$ cat src/fcva_map.vh
`ifndef FCVA_MAP_VH
`define FCVA_MAP_VH

// ***************************************************
// register addresses on the host write port
// ***************************************************
`define FCVA_ADDR_DIRECT 5'h0b
`define FCVA_ADDR_INT    5'h0f
`define FCVA_ADDR_FRAC   5'h10
`define FCVA_ADDR_SEED   5'h11

// ***************************************************
// widths, resets and counts
// ***************************************************
`define FCVA_INT_W       16
`define FCVA_FRAC_W      24
`define FCVA_DIRECT_W    10
`define FCVA_CAP_W       5
`define FCVA_PRE_W       5
`define FCVA_CNT_W       32
`define FCVA_WIN_W       20
`define FCVA_CNT_SHIFT   30
`define FCVA_FRAME_W     16
`define FCVA_INT_RST     16'h0040
`define FCVA_ERR_MAX     32'hffffffff

`endif

$ cat src/fcva_sync.v
`timescale 1ns/1ps
`default_nettype none

// ***************************************************
// two flop synchroniser
// ***************************************************
module fcva_sync
(
    input  wire clk_in,
    input  wire rst_in,
    input  wire d_in,
    output reg  q_out
);

    reg         meta_r;

    // first flop read only by the second
    always @(posedge clk_in)
    begin
        if (rst_in)
        begin
            meta_r <= 1'b0;
            q_out  <= 1'b0;
        end
        else
        begin
            meta_r <= d_in;
            q_out  <= meta_r;
        end
    end

endmodule // fcva_sync

`default_nettype wire

$ cat src/fcva_vspi.v
`timescale 1ns/1ps
`default_nettype none
`include "fcva_map.vh"

// ***************************************************
// vco three wire serial write
// ***************************************************
module fcva_vspi
#(
    parameter DATA_W  = `FCVA_DIRECT_W,
    parameter FRAME_W = `FCVA_FRAME_W,
    parameter [FRAME_W-DATA_W-1:0] VCO_ADDR = 0
)
(
    input  wire              clk_in,
    input  wire              rst_in,
    input  wire              start_in,
    input  wire [DATA_W-1:0] data_in,
    output wire              busy_out,
    output reg               done_out,
    output reg               sclk_out,
    output reg               sdata_out,
    output reg               sen_out
);

    reg [FRAME_W-1:0] shift_r;
    reg [4:0]         bits_r;
    reg               act_r;
    reg               phase_r;

    assign busy_out = act_r;

    // one bit per two clocks, data changes while clock low
    always @(posedge clk_in)
    begin
        if (rst_in)
        begin
            shift_r   <= {FRAME_W{1'b0}};
            bits_r    <= 5'h00;
            act_r     <= 1'b0;
            phase_r   <= 1'b0;
            done_out  <= 1'b0;
            sclk_out  <= 1'b0;
            sdata_out <= 1'b0;
            sen_out   <= 1'b0;
        end
        else
        begin
            done_out <= 1'b0;
            if (!act_r)
            begin
                sclk_out <= 1'b0;
                sen_out  <= 1'b0;
                if (start_in)
                begin
                    shift_r   <= {VCO_ADDR, data_in};
                    sdata_out <= VCO_ADDR[FRAME_W-DATA_W-1];
                    bits_r    <= FRAME_W[4:0];
                    act_r     <= 1'b1;
                    phase_r   <= 1'b0;
                    sen_out   <= 1'b1;
                end
            end
            else if (!phase_r)
            begin
                sclk_out  <= 1'b1;   // vco samples a settled bit
                phase_r   <= 1'b1;
            end
            else
            begin
                sclk_out  <= 1'b0;
                sdata_out <= shift_r[FRAME_W-2];   // next bit, clock low
                phase_r   <= 1'b0;
                shift_r  <= {shift_r[FRAME_W-2:0], 1'b0};
                bits_r   <= bits_r - 5'h01;
                if (bits_r == 5'h01)
                begin
                    act_r    <= 1'b0;   // vco latched on last rising edge
                    sen_out  <= 1'b0;
                    done_out <= 1'b1;
                end
            end
        end
    end

endmodule // fcva_vspi

`default_nettype wire

$ cat src/fcva_top.v
`timescale 1ns/1ps
`default_nettype none
`include "fcva_map.vh"

// ***************************************************
// frequency change and vco calibration
// ***************************************************
module fcva_top
(
    input  wire                      CLK_IN,
    input  wire                      RST_IN,
    input  wire                      WR_STB_IN,
    input  wire [4:0]                WR_ADDR_IN,
    input  wire [23:0]               WR_DATA_IN,
    input  wire                      INT_MODE_IN,
    input  wire                      AUTOSEED_IN,
    input  wire                      AUTO_START_IN,
    input  wire                      MAN_START_IN,
    input  wire                      STEP_VCO_IN,
    input  wire                      INVERT_IN,
    input  wire [3:0]                NCYC_IN,
    input  wire [1:0]                XREFDIV_IN,
    input  wire                      VCO_DIV_IN,
    output reg  [`FCVA_INT_W-1:0]    PRESC_INT_OUT,
    output reg  [`FCVA_FRAC_W-1:0]   ACT_FRAC_OUT,
    output reg                       ACC_LOAD_OUT,
    output reg  [`FCVA_FRAC_W-1:0]   ACC_SEED_OUT,
    output reg                       FREQ_STB_OUT,
    output reg  [`FCVA_DIRECT_W-1:0] DIRECT_DATA_OUT,
    output reg  [7:0]                CAL_RESULT_OUT,
    output reg  [`FCVA_CNT_W-1:0]    CAL_COUNT_OUT,
    output wire                      BUSY_OUT,
    output wire                      TUNE_MID_OUT,
    output wire                      VCO_SCLK_OUT,
    output wire                      VCO_SDATA_OUT,
    output wire                      VCO_SEN_OUT
);

    // ***************************************************
    // states
    // ***************************************************
    localparam [2:0] ST_IDLE  = 3'h0;
    localparam [2:0] ST_SEND  = 3'h1;
    localparam [2:0] ST_SENDW = 3'h2;
    localparam [2:0] ST_MEAS  = 3'h3;
    localparam [2:0] ST_EVAL  = 3'h4;
    localparam [2:0] ST_FINAL = 3'h5;
    localparam [2:0] ST_FINW  = 3'h6;
    localparam [2:0] ST_DIRW  = 3'h7;

    localparam CW = `FCVA_CAP_W;
    localparam DW = `FCVA_DIRECT_W;

    // ***************************************************
    // declarations
    // ***************************************************
    reg  [`FCVA_INT_W-1:0]  buf_int_r;
    reg  [`FCVA_FRAC_W-1:0] buf_seed_r;
    reg  [2:0]              state_r;
    reg  [CW-1:0]           code_r;
    reg  [2:0]              bitpos_r;
    reg  [CW-1:0]           best_code_r;
    reg  [`FCVA_CNT_W-1:0]  best_err_r;
    reg                     final_r;
    reg                     manual_r;
    reg  [`FCVA_WIN_W-1:0]  win_cnt_r;
    reg  [`FCVA_PRE_W-1:0]  pre_cnt_r;
    reg  [`FCVA_CNT_W-1:0]  edge_cnt_r;
    reg                     vco_last_r;
    reg                     spi_start;
    reg  [DW-1:0]           spi_data;
    reg                     cal_done;
    reg  [CW-1:0]           sar_code;
    wire                    vco_sync;
    wire                    vco_edge;
    wire                    spi_busy;
    wire                    spi_done;
    wire                    wr_int;
    wire                    wr_frac;
    wire                    freq_chg;
    wire                    launch;
    wire [4:0]              win_exp;
    wire [`FCVA_WIN_W-1:0]  win_len;
    wire [63:0]             n_ext;
    wire [63:0]             tgt_full;
    wire [`FCVA_CNT_W-1:0]  tgt;
    wire [`FCVA_CNT_W-1:0]  err;
    wire [CW-1:0]           cur_bit;
    wire [CW-1:0]           best_tuned;
    wire [CW-1:0]           code_tuned;

    // ***************************************************
    // change event decode
    // ***************************************************
    assign wr_int   = WR_STB_IN && (WR_ADDR_IN == `FCVA_ADDR_INT);
    assign wr_frac  = WR_STB_IN && (WR_ADDR_IN == `FCVA_ADDR_FRAC);
    assign freq_chg = (wr_frac && !INT_MODE_IN)
                   || (wr_int && INT_MODE_IN);
    // calibration requests, honoured only when idle
    assign launch   = STEP_VCO_IN && ((freq_chg && AUTO_START_IN)
                   || MAN_START_IN);

    // host buffers, not yet active
    always @(posedge CLK_IN)
    begin
        if (RST_IN)
        begin
            buf_int_r  <= `FCVA_INT_RST;
            buf_seed_r <= {`FCVA_FRAC_W{1'b0}};
        end
        else
        begin
            if (wr_int)
                buf_int_r <= WR_DATA_IN[`FCVA_INT_W-1:0];
            if (WR_STB_IN && (WR_ADDR_IN == `FCVA_ADDR_SEED))
                buf_seed_r <= WR_DATA_IN;
        end
    end

    // active values move only on a change event
    always @(posedge CLK_IN)
    begin
        if (RST_IN)
        begin
            PRESC_INT_OUT <= `FCVA_INT_RST;
            ACT_FRAC_OUT  <= {`FCVA_FRAC_W{1'b0}};
            ACC_LOAD_OUT  <= 1'b0;
            ACC_SEED_OUT  <= {`FCVA_FRAC_W{1'b0}};
            FREQ_STB_OUT  <= 1'b0;
        end
        else
        begin
            FREQ_STB_OUT <= freq_chg;
            ACC_LOAD_OUT <= freq_chg && AUTOSEED_IN;
            if (freq_chg)
            begin
                // integer value taken from the write itself on an integer write, else from buf_int_r
                PRESC_INT_OUT <= wr_int ? WR_DATA_IN[`FCVA_INT_W-1:0]
                                        : buf_int_r;
                if (!INT_MODE_IN)
                    ACT_FRAC_OUT <= WR_DATA_IN;
                else
                    ACT_FRAC_OUT <= {`FCVA_FRAC_W{1'b0}};
                if (AUTOSEED_IN)
                    ACC_SEED_OUT <= buf_seed_r;
            end
        end
    end

    // ***************************************************
    // measurement path
    // ***************************************************
    fcva_sync u_vsync
    (
        .clk_in (CLK_IN),
        .rst_in (RST_IN),
        .d_in   (VCO_DIV_IN),
        .q_out  (vco_sync)
    );

    assign vco_edge = vco_sync && !vco_last_r;
    assign win_exp  = {1'b0, NCYC_IN} + {3'h0, XREFDIV_IN};
    assign win_len  = {{(`FCVA_WIN_W-1){1'b0}}, 1'b1} << win_exp;
    // expected count of the programmed ratio over one window
    assign n_ext    = {24'h000000, PRESC_INT_OUT, ACT_FRAC_OUT};
    assign tgt_full = n_ext << win_exp;
    assign tgt      = tgt_full[`FCVA_CNT_SHIFT+`FCVA_CNT_W-1:
                               `FCVA_CNT_SHIFT];
    assign err      = (edge_cnt_r > tgt) ? (edge_cnt_r - tgt)
                                         : (tgt - edge_cnt_r);

    // divide by 32, count carries inside window
    always @(posedge CLK_IN)
    begin
        if (RST_IN)
        begin
            vco_last_r <= 1'b0;
            pre_cnt_r  <= {`FCVA_PRE_W{1'b0}};
            edge_cnt_r <= {`FCVA_CNT_W{1'b0}};
            win_cnt_r  <= {`FCVA_WIN_W{1'b0}};
        end
        else
        begin
            vco_last_r <= vco_sync;
            if (state_r != ST_MEAS)
            begin
                pre_cnt_r <= {`FCVA_PRE_W{1'b0}};
                win_cnt_r <= {`FCVA_WIN_W{1'b0}};
                if (state_r == ST_SENDW)
                    edge_cnt_r <= {`FCVA_CNT_W{1'b0}};
            end
            else
            begin
                win_cnt_r <= win_cnt_r + {{(`FCVA_WIN_W-1){1'b0}}, 1'b1};
                if (vco_edge)
                begin
                    pre_cnt_r <= pre_cnt_r + {{(`FCVA_PRE_W-1){1'b0}}, 1'b1};
                    if (&pre_cnt_r)
                        edge_cnt_r <= edge_cnt_r + 32'h1;
                end
            end
        end
    end

    // ***************************************************
    // search state machine
    // ***************************************************
    assign cur_bit    = {{(CW-1){1'b0}}, 1'b1} << bitpos_r;
    assign code_tuned = INVERT_IN ? ~code_r : code_r;
    assign best_tuned = INVERT_IN ? ~best_code_r : best_code_r;
    assign BUSY_OUT   = (state_r != ST_IDLE) && (state_r != ST_DIRW);
    assign TUNE_MID_OUT = BUSY_OUT;

    // serial request and next trial code
    always @*
    begin
        spi_start = 1'b0;
        spi_data  = DIRECT_DATA_OUT;
        sar_code  = (edge_cnt_r > tgt) ? code_r : (code_r & ~cur_bit);
        cal_done  = (state_r == ST_FINW) && spi_done;
        case (state_r)
            ST_IDLE, ST_DIRW:
            begin
                // direct switch data on a change event, dropped if the port is busy
                spi_start = freq_chg && STEP_VCO_IN && !launch
                         && !spi_busy;
            end
            ST_SEND:
            begin
                spi_start = 1'b1;
                spi_data  = {DIRECT_DATA_OUT[DW-1:CW], code_tuned};
            end
            ST_FINAL:
            begin
                spi_start = 1'b1;
                spi_data  = {DIRECT_DATA_OUT[DW-1:CW], best_tuned};
            end
            default:
            begin
                spi_start = 1'b0;
            end
        endcase
    end

    // calibration sequencing
    always @(posedge CLK_IN)
    begin
        if (RST_IN)
        begin
            state_r     <= ST_IDLE;
            code_r      <= {CW{1'b0}};
            bitpos_r    <= 3'h0;
            best_code_r <= {CW{1'b0}};
            best_err_r  <= `FCVA_ERR_MAX;
            final_r     <= 1'b0;
            manual_r    <= 1'b0;
        end
        else
        begin
            case (state_r)
                ST_IDLE, ST_DIRW:
                begin
                    // a frame still shifting blocks every request
                    if (spi_busy)
                        state_r <= ST_DIRW;
                    else if (launch)
                    begin
                        manual_r    <= !(freq_chg && AUTO_START_IN);
                        code_r      <= {1'b1, {(CW-1){1'b0}}};
                        bitpos_r    <= CW[2:0] - 3'h1;
                        best_err_r  <= `FCVA_ERR_MAX;
                        final_r     <= 1'b0;
                        state_r     <= ST_SEND;
                    end
                    else if (spi_start)
                        state_r <= ST_DIRW;
                    else
                        state_r <= ST_IDLE;
                end
                ST_SEND:
                    state_r <= ST_SENDW;
                ST_SENDW:
                    if (spi_done)
                        state_r <= ST_MEAS;
                ST_MEAS:
                    if (win_cnt_r == win_len - 20'h00001)
                        state_r <= ST_EVAL;
                ST_EVAL:
                begin
                    // keep nearest measured setting
                    if (err < best_err_r)
                    begin
                        best_err_r  <= err;
                        best_code_r <= code_r;
                    end
                    if (final_r)
                        state_r <= ST_FINAL;
                    else if (bitpos_r == 3'h0)
                    begin
                        if (sar_code == code_r)
                            state_r <= ST_FINAL;
                        else
                        begin
                            code_r  <= sar_code;
                            final_r <= 1'b1;
                            state_r <= ST_SEND;
                        end
                    end
                    else
                    begin
                        code_r   <= sar_code | (cur_bit >> 1);
                        bitpos_r <= bitpos_r - 3'h1;
                        state_r  <= ST_SEND;
                    end
                end
                ST_FINAL:
                    state_r <= ST_FINW;
                ST_FINW:
                    if (spi_done)
                        state_r <= ST_IDLE;
                default:
                    state_r <= ST_IDLE;
            endcase
        end
    end

    // ***************************************************
    // result and direct data registers
    // ***************************************************
    always @(posedge CLK_IN)
    begin
        if (RST_IN)
        begin
            DIRECT_DATA_OUT <= {DW{1'b0}};
            CAL_RESULT_OUT  <= 8'h00;
            CAL_COUNT_OUT   <= {`FCVA_CNT_W{1'b0}};
        end
        else
        begin
            if (state_r == ST_EVAL)
                CAL_COUNT_OUT <= edge_cnt_r;
            if (cal_done)
                CAL_RESULT_OUT <= {{(8-CW){1'b0}}, best_tuned};
            // calibration write wins over a host write
            if (cal_done && manual_r)
                DIRECT_DATA_OUT <= {DIRECT_DATA_OUT[DW-1:CW], best_tuned};
            else if (WR_STB_IN && (WR_ADDR_IN == `FCVA_ADDR_DIRECT))
                DIRECT_DATA_OUT <= WR_DATA_IN[DW-1:0];
        end
    end

    // ***************************************************
    // vco serial port
    // ***************************************************
    fcva_vspi u_vspi
    (
        .clk_in    (CLK_IN),
        .rst_in    (RST_IN),
        .start_in  (spi_start),
        .data_in   (spi_data),
        .busy_out  (spi_busy),
        .done_out  (spi_done),
        .sclk_out  (VCO_SCLK_OUT),
        .sdata_out (VCO_SDATA_OUT),
        .sen_out   (VCO_SEN_OUT)
    );

endmodule // fcva_top

`default_nettype wire

$ cat config.mk
export PLATFORM = sky130hd
export DESIGN_NAME = fcva_top
export DESIGN_NICKNAME = d
export VERILOG_FILES = /design/src/fcva_sync.v /design/src/fcva_vspi.v /design/src/fcva_top.v
export VERILOG_INCLUDE_DIRS = /design/src
export SDC_FILE = /design/constraint.sdc
export NUM_CORES = 1
export LEC_CHECK = 0
export ABC_AREA = 1
export BUFFER_PORTS_ARGS = -buffer_cell sky130_fd_sc_hd__buf_2
export CORE_MARGIN = 4
export CORE_UTILIZATION = 39
export DETAILED_ROUTE_END_ITERATION = 12
export HOLD_SLACK_MARGIN = 0.15
export SYNTH_ARGS = -nofsm -noshare
export SYNTH_HDL_FRONTEND = slang
export SYNTH_SLANG_ARGS = --single-unit
$ cat constraint.sdc
create_clock -name CLK_IN -period 10.3 [get_ports CLK_IN]
set_input_delay 0 -clock CLK_IN [delete_from_list [all_inputs] [get_ports CLK_IN]]
set_output_delay 0 -clock CLK_IN [all_outputs]
set_load 0.1 [all_outputs]
# Word-level counts from Yosys, hierarchy flattened
# Index checks and enable logic that the tools add are counted.
dict set report word_totals {
  ff_bits 289
  inputBits 45
  wordCells 195
}
dict set report op_classes {
  add_sub_neg 9
  magnitude_cmp 2
  n_eq_ne 28
  shifts 3
  mux 64
  n_bitwise 8
  n_reduce_logical 49
}
# operator n
set op_table {}
lappend op_table {{32-bit 2-to-1 mux} 8}
lappend op_table {{5-bit 2-to-1 mux} 13}
lappend op_table {{32-bit case mux with 2 select lines} 1}
lappend op_table {{32-bit subtractor} 2}
lappend op_table {{40-bit by 5-bit << shifter with 62-bit output} 1}
lappend op_table {{15-bit 2-to-1 mux} 3}
lappend op_table {{3-bit 2-to-1 mux} 13}
lappend op_table {{32-bit by 1-bit adder with 32-bit output, second input constant} 1}
lappend op_table {{32-bit greater-than comparator} 1}
lappend op_table {{32-bit < comparator} 1}
lappend op_table {{24-bit 2-to-1 mux} 1}
lappend op_table {{3-bit case mux with 7 select lines} 1}
lappend op_table {{20-bit by 1-bit adder with 20-bit output, second input constant} 1}
lappend op_table {{20-bit == test} 1}
lappend op_table {{5-bit case mux with 2 select lines} 2}
lappend op_table {{1-bit by 5-bit << shifter with 20-bit output, first input constant} 1}
lappend op_table {{20-bit by 1-bit subtractor with 20-bit output, second input constant} 1}
lappend op_table {{1-bit 2-to-1 mux} 18}
lappend op_table {{1-bit logical AND} 16}
lappend op_table {{16-bit 2-to-1 mux} 1}
lappend op_table {{2-bit inequality test, second input constant} 8}
lappend op_table {{5-bit inverter} 3}
lappend op_table {{5-bit AND reduction} 3}
lappend op_table {{3-bit == test, second input constant} 4}
lappend op_table {{other kinds (29)} 58}

# Longest topological paths before layout
dict set report logic_depth {
  word_depth 15
  ltp_mapped 47
  mapped_depth_nobuf 43
}

# By module
# Synthesis repeated with hierarchy kept, for this count alone.
dict set report hier_totals {
  cells_unflattened 2841
  area_unflattened_um2 18909.4
}
# module n_inst cells_per_inst area_each_um2
set by_module_without_submodules {}
lappend by_module_without_submodules {fcva_top 1 2699 17812.1}
lappend by_module_without_submodules {fcva_vspi 1 136 1042.2}
lappend by_module_without_submodules {fcva_sync 1 6 55.1}

# Worst setup path before layout
# No wires, ideal clock.
dict set report synth_timing {
  path_type {input -> register}
  from {input port NCYC_IN[0]}
  to {register best_err_r[20]}
  setup_ps 138
  t_arrival_ps 5445
  t_required_ps 10162
  slack_ps 4716
  cell_stages 43
  n_path_buf 5
  cell_sequence {ha_1 fa_1 buf_4 buf_1 mux2i_1 nand2_1 o21ai_0 nand2_1 o21ai_0 inv_1 o21ai_0 inv_1 fa_1 inv_1 nand3_1 nand2_1 nand2_1 nand2_1 (+7 left out) xor2_1 inv_1 ha_1 nand2_1 o21ai_0 nand4_1 o211ai_1 nand3_1 nand2_1 nand3_1 nand2_1 nand2_1 nand2_2 inv_2 buf_4 buf_4 o21ai_0 o211ai_1}
}
dict set report synth_via {
  elab_chain_cells 7
  elab_cells_between_ends 11
  cone_classes {add/sub: 3; order compare: 2; eq/ne: 1; shift: 1; mux: 3; reduce/logical: 1}
}
# item line
set synth_lines {}
lappend synth_lines {{from (decl)} fcva_top.v:21} ;# input wire [3:0] NCYC_IN,
lappend synth_lines {{4-bit by 2-bit adder with 5-bit output (*)} fcva_top.v:162} ;# assign win_exp = {1'b0, NCYC_IN} + {3'h0, XREFDIV_IN};
lappend synth_lines {{40-bit by 5-bit << shifter with 62-bit output (*)} fcva_top.v:166} ;# assign tgt_full = n_ext << win_exp;
lappend synth_lines {{32-bit subtractor, or another cell as far along} fcva_top.v:170} ;# : (tgt - edge_cnt_r);
lappend synth_lines {{32-bit 2-to-1 mux (*)} fcva_top.v:169} ;# assign err = (edge_cnt_r > tgt) ? (edge_cnt_r - tgt)
lappend synth_lines {{32-bit < comparator} fcva_top.v:291} ;# if (err < best_err_r)
lappend synth_lines {{2-bit inequality test (no source line)} --}
lappend synth_lines {{4-bit AND reduction (no source line)} --}
lappend synth_lines {{to (signal assigned)} fcva_top.v:254} ;# best_err_r <= `FCVA_ERR_MAX;
lappend synth_lines {{to (signal assigned)} fcva_top.v:271} ;# best_err_r <= `FCVA_ERR_MAX;
lappend synth_lines {{to (signal assigned)} fcva_top.v:293} ;# best_err_r <= err;
lappend synth_lines {{to (decl)} fcva_top.v:63} ;# reg [`FCVA_CNT_W-1:0] best_err_r;
# Every way passes the cells marked *; elsewhere a longest branch is shown, timed or not. The select of a mux whose other input is x is not followed.
# A chain may end at the register's enable or synchronous reset.

# Worst setup path in the final report
# Same ends and word-level chain as after synthesis.

==> flow_summary.toml <==
[status]
status = "completed"

[floorplanning]
dieArea_sq_um = 53380
fp.dieW_microns = 231.0
fp-row-count = 81
start_util_pct = 39.55
core_sq_um = 49050
io_pins = 166
die_y_microns = 231.0

[clocking]
insertion_delay_ns = 0.55
path_clk_slew_ns = 0.06
cts.htree.levels = 2
cts_buffers = 35
numClockSinks = 289
ctsRootBufferMaster = "clkbuf_16"
cts_tree = "yes"
post_cts_resized = 0
clk_path_buf_depth = 3

[timing]
holdWs_ns = 0.2520
max_freq_mhz = 126.2
setup_viol = 0
fin_ws_ns = 2.374
finalHoldViolations = 0
rsz0062_at_grt = "false"
tightest_slew_ns = 1.034
fin_tns_setup_ns = 0
min_period_ns = 7.926
slew_viol_final = 0
period_share_pct = 76.95
fin_skew_ns = 0.02044
relSlewSlack_pct = 30.87

[global_routing]
grt_pass1_wl_mm = 101.6
grt_pass1_vias = 18306
grt_use_total_pct = 23.57
grt_max_degree = 91
antenna_found_initial = 0
gr-total-overflow = 0

[route]
wirelength_mm = 65.44
vias = 19772
drt-initial-drc-count = 1439
detail_route.vias_per_cell = 5.280
drtAntennaViolNets = 0
dr.pass1.iters = 5
route.detailed.drc = 0
wl_per_cell_microns = 17.47

[placed_design]
preCtsSetupSlack_ns = 1.986
dp_hpwl_mm = 50.85
io_buffers = 162
gp_congestion = 1.004

[power_and_ir_drop]
power_leakage_uw = 0.01072
vdd_drop_max_mv = 0.1436
power_frac_clock_pct = 31.1
switchingPower_uw = 1804
power_frac_comb_pct = 38.7
power_density_nw_per_um2 = 195.6
internal_power_uw = 2548
power.switching_fraction_pct = 41.46
p_seq_share_pct = 30.2

[critical_path]
critical_path_class = "input port to register"
endpoint_kind = "register"
slowest_delay_ns = 1.16
critPathMaxFanout = 47
cpMostUsedCell = "nand2_1"
cp.required_ns = 10.75
arrival_ns = 8.38
startpoint_type = "input port"
critPathSlowestCell = "fa_2"

[finish]
final_cell_mix = "nand2_1, inv_1, o21ai_0, dfxtp_1, a21oi_1"
area_growth_pct = 14.68
nNetsFinal = 3213
fill_cells = 5178
final_util_pct = 45.36
drive_above_1_share_pct = 10.81
n_antenna_cell = 0
layout_commonest_cell = "nand2_1"

[synth]
synthesis.area_sq_um = 19400
async_flop_share_pct = 0
seq_area_frac_synth_pct = 29.82
ys_ff_latch = 289
netlist-cell-type-count = 57
synth_edf_count = 0
synthFlopType = "dfxtp_1"
avgSynthCellArea_sq_um = 6.638
synth_warnings = 0
netlist_instances = 2923

[job]
max-cap-violations = 0

[hold_path]
hold_class = "input port to register"
[critical path: cells and delay by family]
kind / cells / cell delay (ns)
AO/OA/AOI/OAI: 10 / 2.31
adder cells (fa/ha/maj): 4 / 2.14
buffers and inverters: 8 / 2.01
AND/OR/NAND/NOR: 14 / 1.69
XOR/XNOR: 1 / 0.14
[power groups by stage]
| stage | sequential [uW] | combinational (uW) | clock, uW |
|---|---|---|---|
| after floorplan | 1540 | 1070 | 0 |
| after global placement | 1330 | 1640 | 0 |
| after detailed placement | 1340 | 1650 | 0 |
| after CTS | 1310 | 1680 | 1390 |
| after global routing | 1330 | 1870 | 1430 |
| final | 1310 | 1680 | 1360 |
[repair_timing]
| action | CTS | global route |
|---|---|---|
| endpoints found under the setup margin | 0 | 0 |
| endpoints found under the hold margin | 135 | 0 |
| hold buffers | 46 | 0 |
| setup buffers | 0 | 0 |
[cell type report]
| class | count | area (sq um) | area share [%] |
|---|---|---|---|
| multi-input cells | 2108 | 11510 | 51.72 |
| clock buffers | 47 | 980.9 | 4.408 |
| clock inverters | 14 | 271.5 | 1.220 |
| inverters | 405 | 1525 | 6.854 |
| repair buffers | 218 | 1349 | 6.062 |
| flip-flops and latches | 289 | 5786 | 26.00 |
| well taps | 664 | 830.8 | 3.734 |
[flip-flops by register name (all words and copies together), names as in the netlist, 3 cells and up]
register / cells
CAL_COUNT_OUT: 32
best_err_r: 32
edge_cnt_r: 32
ACC_SEED_OUT: 24
ACT_FRAC_OUT: 24
buf_seed_r: 24
win_cnt_r: 20
PRESC_INT_OUT: 16
buf_int_r: 16
u_vspi.shift_r: 15
DIRECT_DATA_OUT: 10
CAL_RESULT_OUT: 5
best_code_r: 5
code_r: 5
pre_cnt_r: 5
u_vspi.bits_r: 5
bitpos_r: 3
state_r: 3
[cell usage after synthesis, drive strengths merged, types with 2 or more instances]
cell type / instances / area [sq um]
nand2: 607 / 2376
inv: 399 / 1500
o21ai: 356 / 1782
nor2: 303 / 1252
dfxtp: 289 / 5786
a21oi: 279 / 1419
nand3: 128 / 700.7
ha: 108 / 1351
clkbuf: 78 / 292.8
mux2i: 59 / 590.6
xor2: 55 / 481.7
buf: 45 / 305.3
nor3: 42 / 264.0
o211ai: 24 / 180.2
a211oi: 20 / 150.1
nand4: 19 / 118.9
xnor2: 13 / 113.9
o22ai: 12 / 75.07
a31oi: 10 / 62.56
nor4: 9 / 62.56
o21bai: 9 / 71.32
o21a: 8 / 60.06
or2: 7 / 43.79
clkinv: 6 / 22.52
a21o: 5 / 37.54
nand3b: 4 / 30.03
o2111ai: 4 / 35.03
o221ai: 4 / 35.03
a22oi: 3 / 22.52
fa: 3 / 60.06
nor3b: 3 / 22.52
o31ai: 3 / 22.52
a21boi: 2 / 15.01
mux2: 2 / 22.52
[final timing paths]
kind | cells after the start | from | slack (ns) | end
setup / recovery | 37 | NCYC_IN[0] | 2.37 | best_err_r[20]
hold / removal | 4 | WR_DATA_IN[19] | 0.25 | buf_seed_r[19]
setup reg to reg | 38 | ACT_FRAC_OUT[12] | 3.43 | best_err_r[20]
hold reg to reg | 2 | u_vsync.q_out | 0.42 | vco_last_r
[routing by layer]
layer	GRT usage [%]	part of all wire, %	up-vias	wire length, microns
met2	39.57	46	570	30410
met1	31.21	45	9286	29140
met3	4.044	6.0	106	3902
met4	6.878	3.0	0	1987
li1	-	-	9810	-
met5	0	0	-	0
[cells by family (layout without fill, tap and decap cells)]
logic type      Yosys count  count (layout)  share of synthesized area, %
fa+ha+maj               111             111                         7.274
xor+xnor                 68              68                         3.070
other cells               1               3                       0.01933
simple gates           1123            1123                         25.14
buf+inv                 528             684                         10.93
flops                   289             289                         29.82
compound gates          742             742                         20.59
mux                      61              61                         3.160
[through the flow]
step | area [sq um] | total power (uW) | instances
final | 22250 | 4352 | 3745
after global routing | 22250 | 4624 | 3745
after CTS | 22250 | 4375 | 3745
after detailed placement | 20540 | 2991 | 3638
after global placement | 20540 | 2973 | 3638
after floorplan | 19410 | 2612 | 2925
Note: power is estimated with default switching activity, not from simulation.
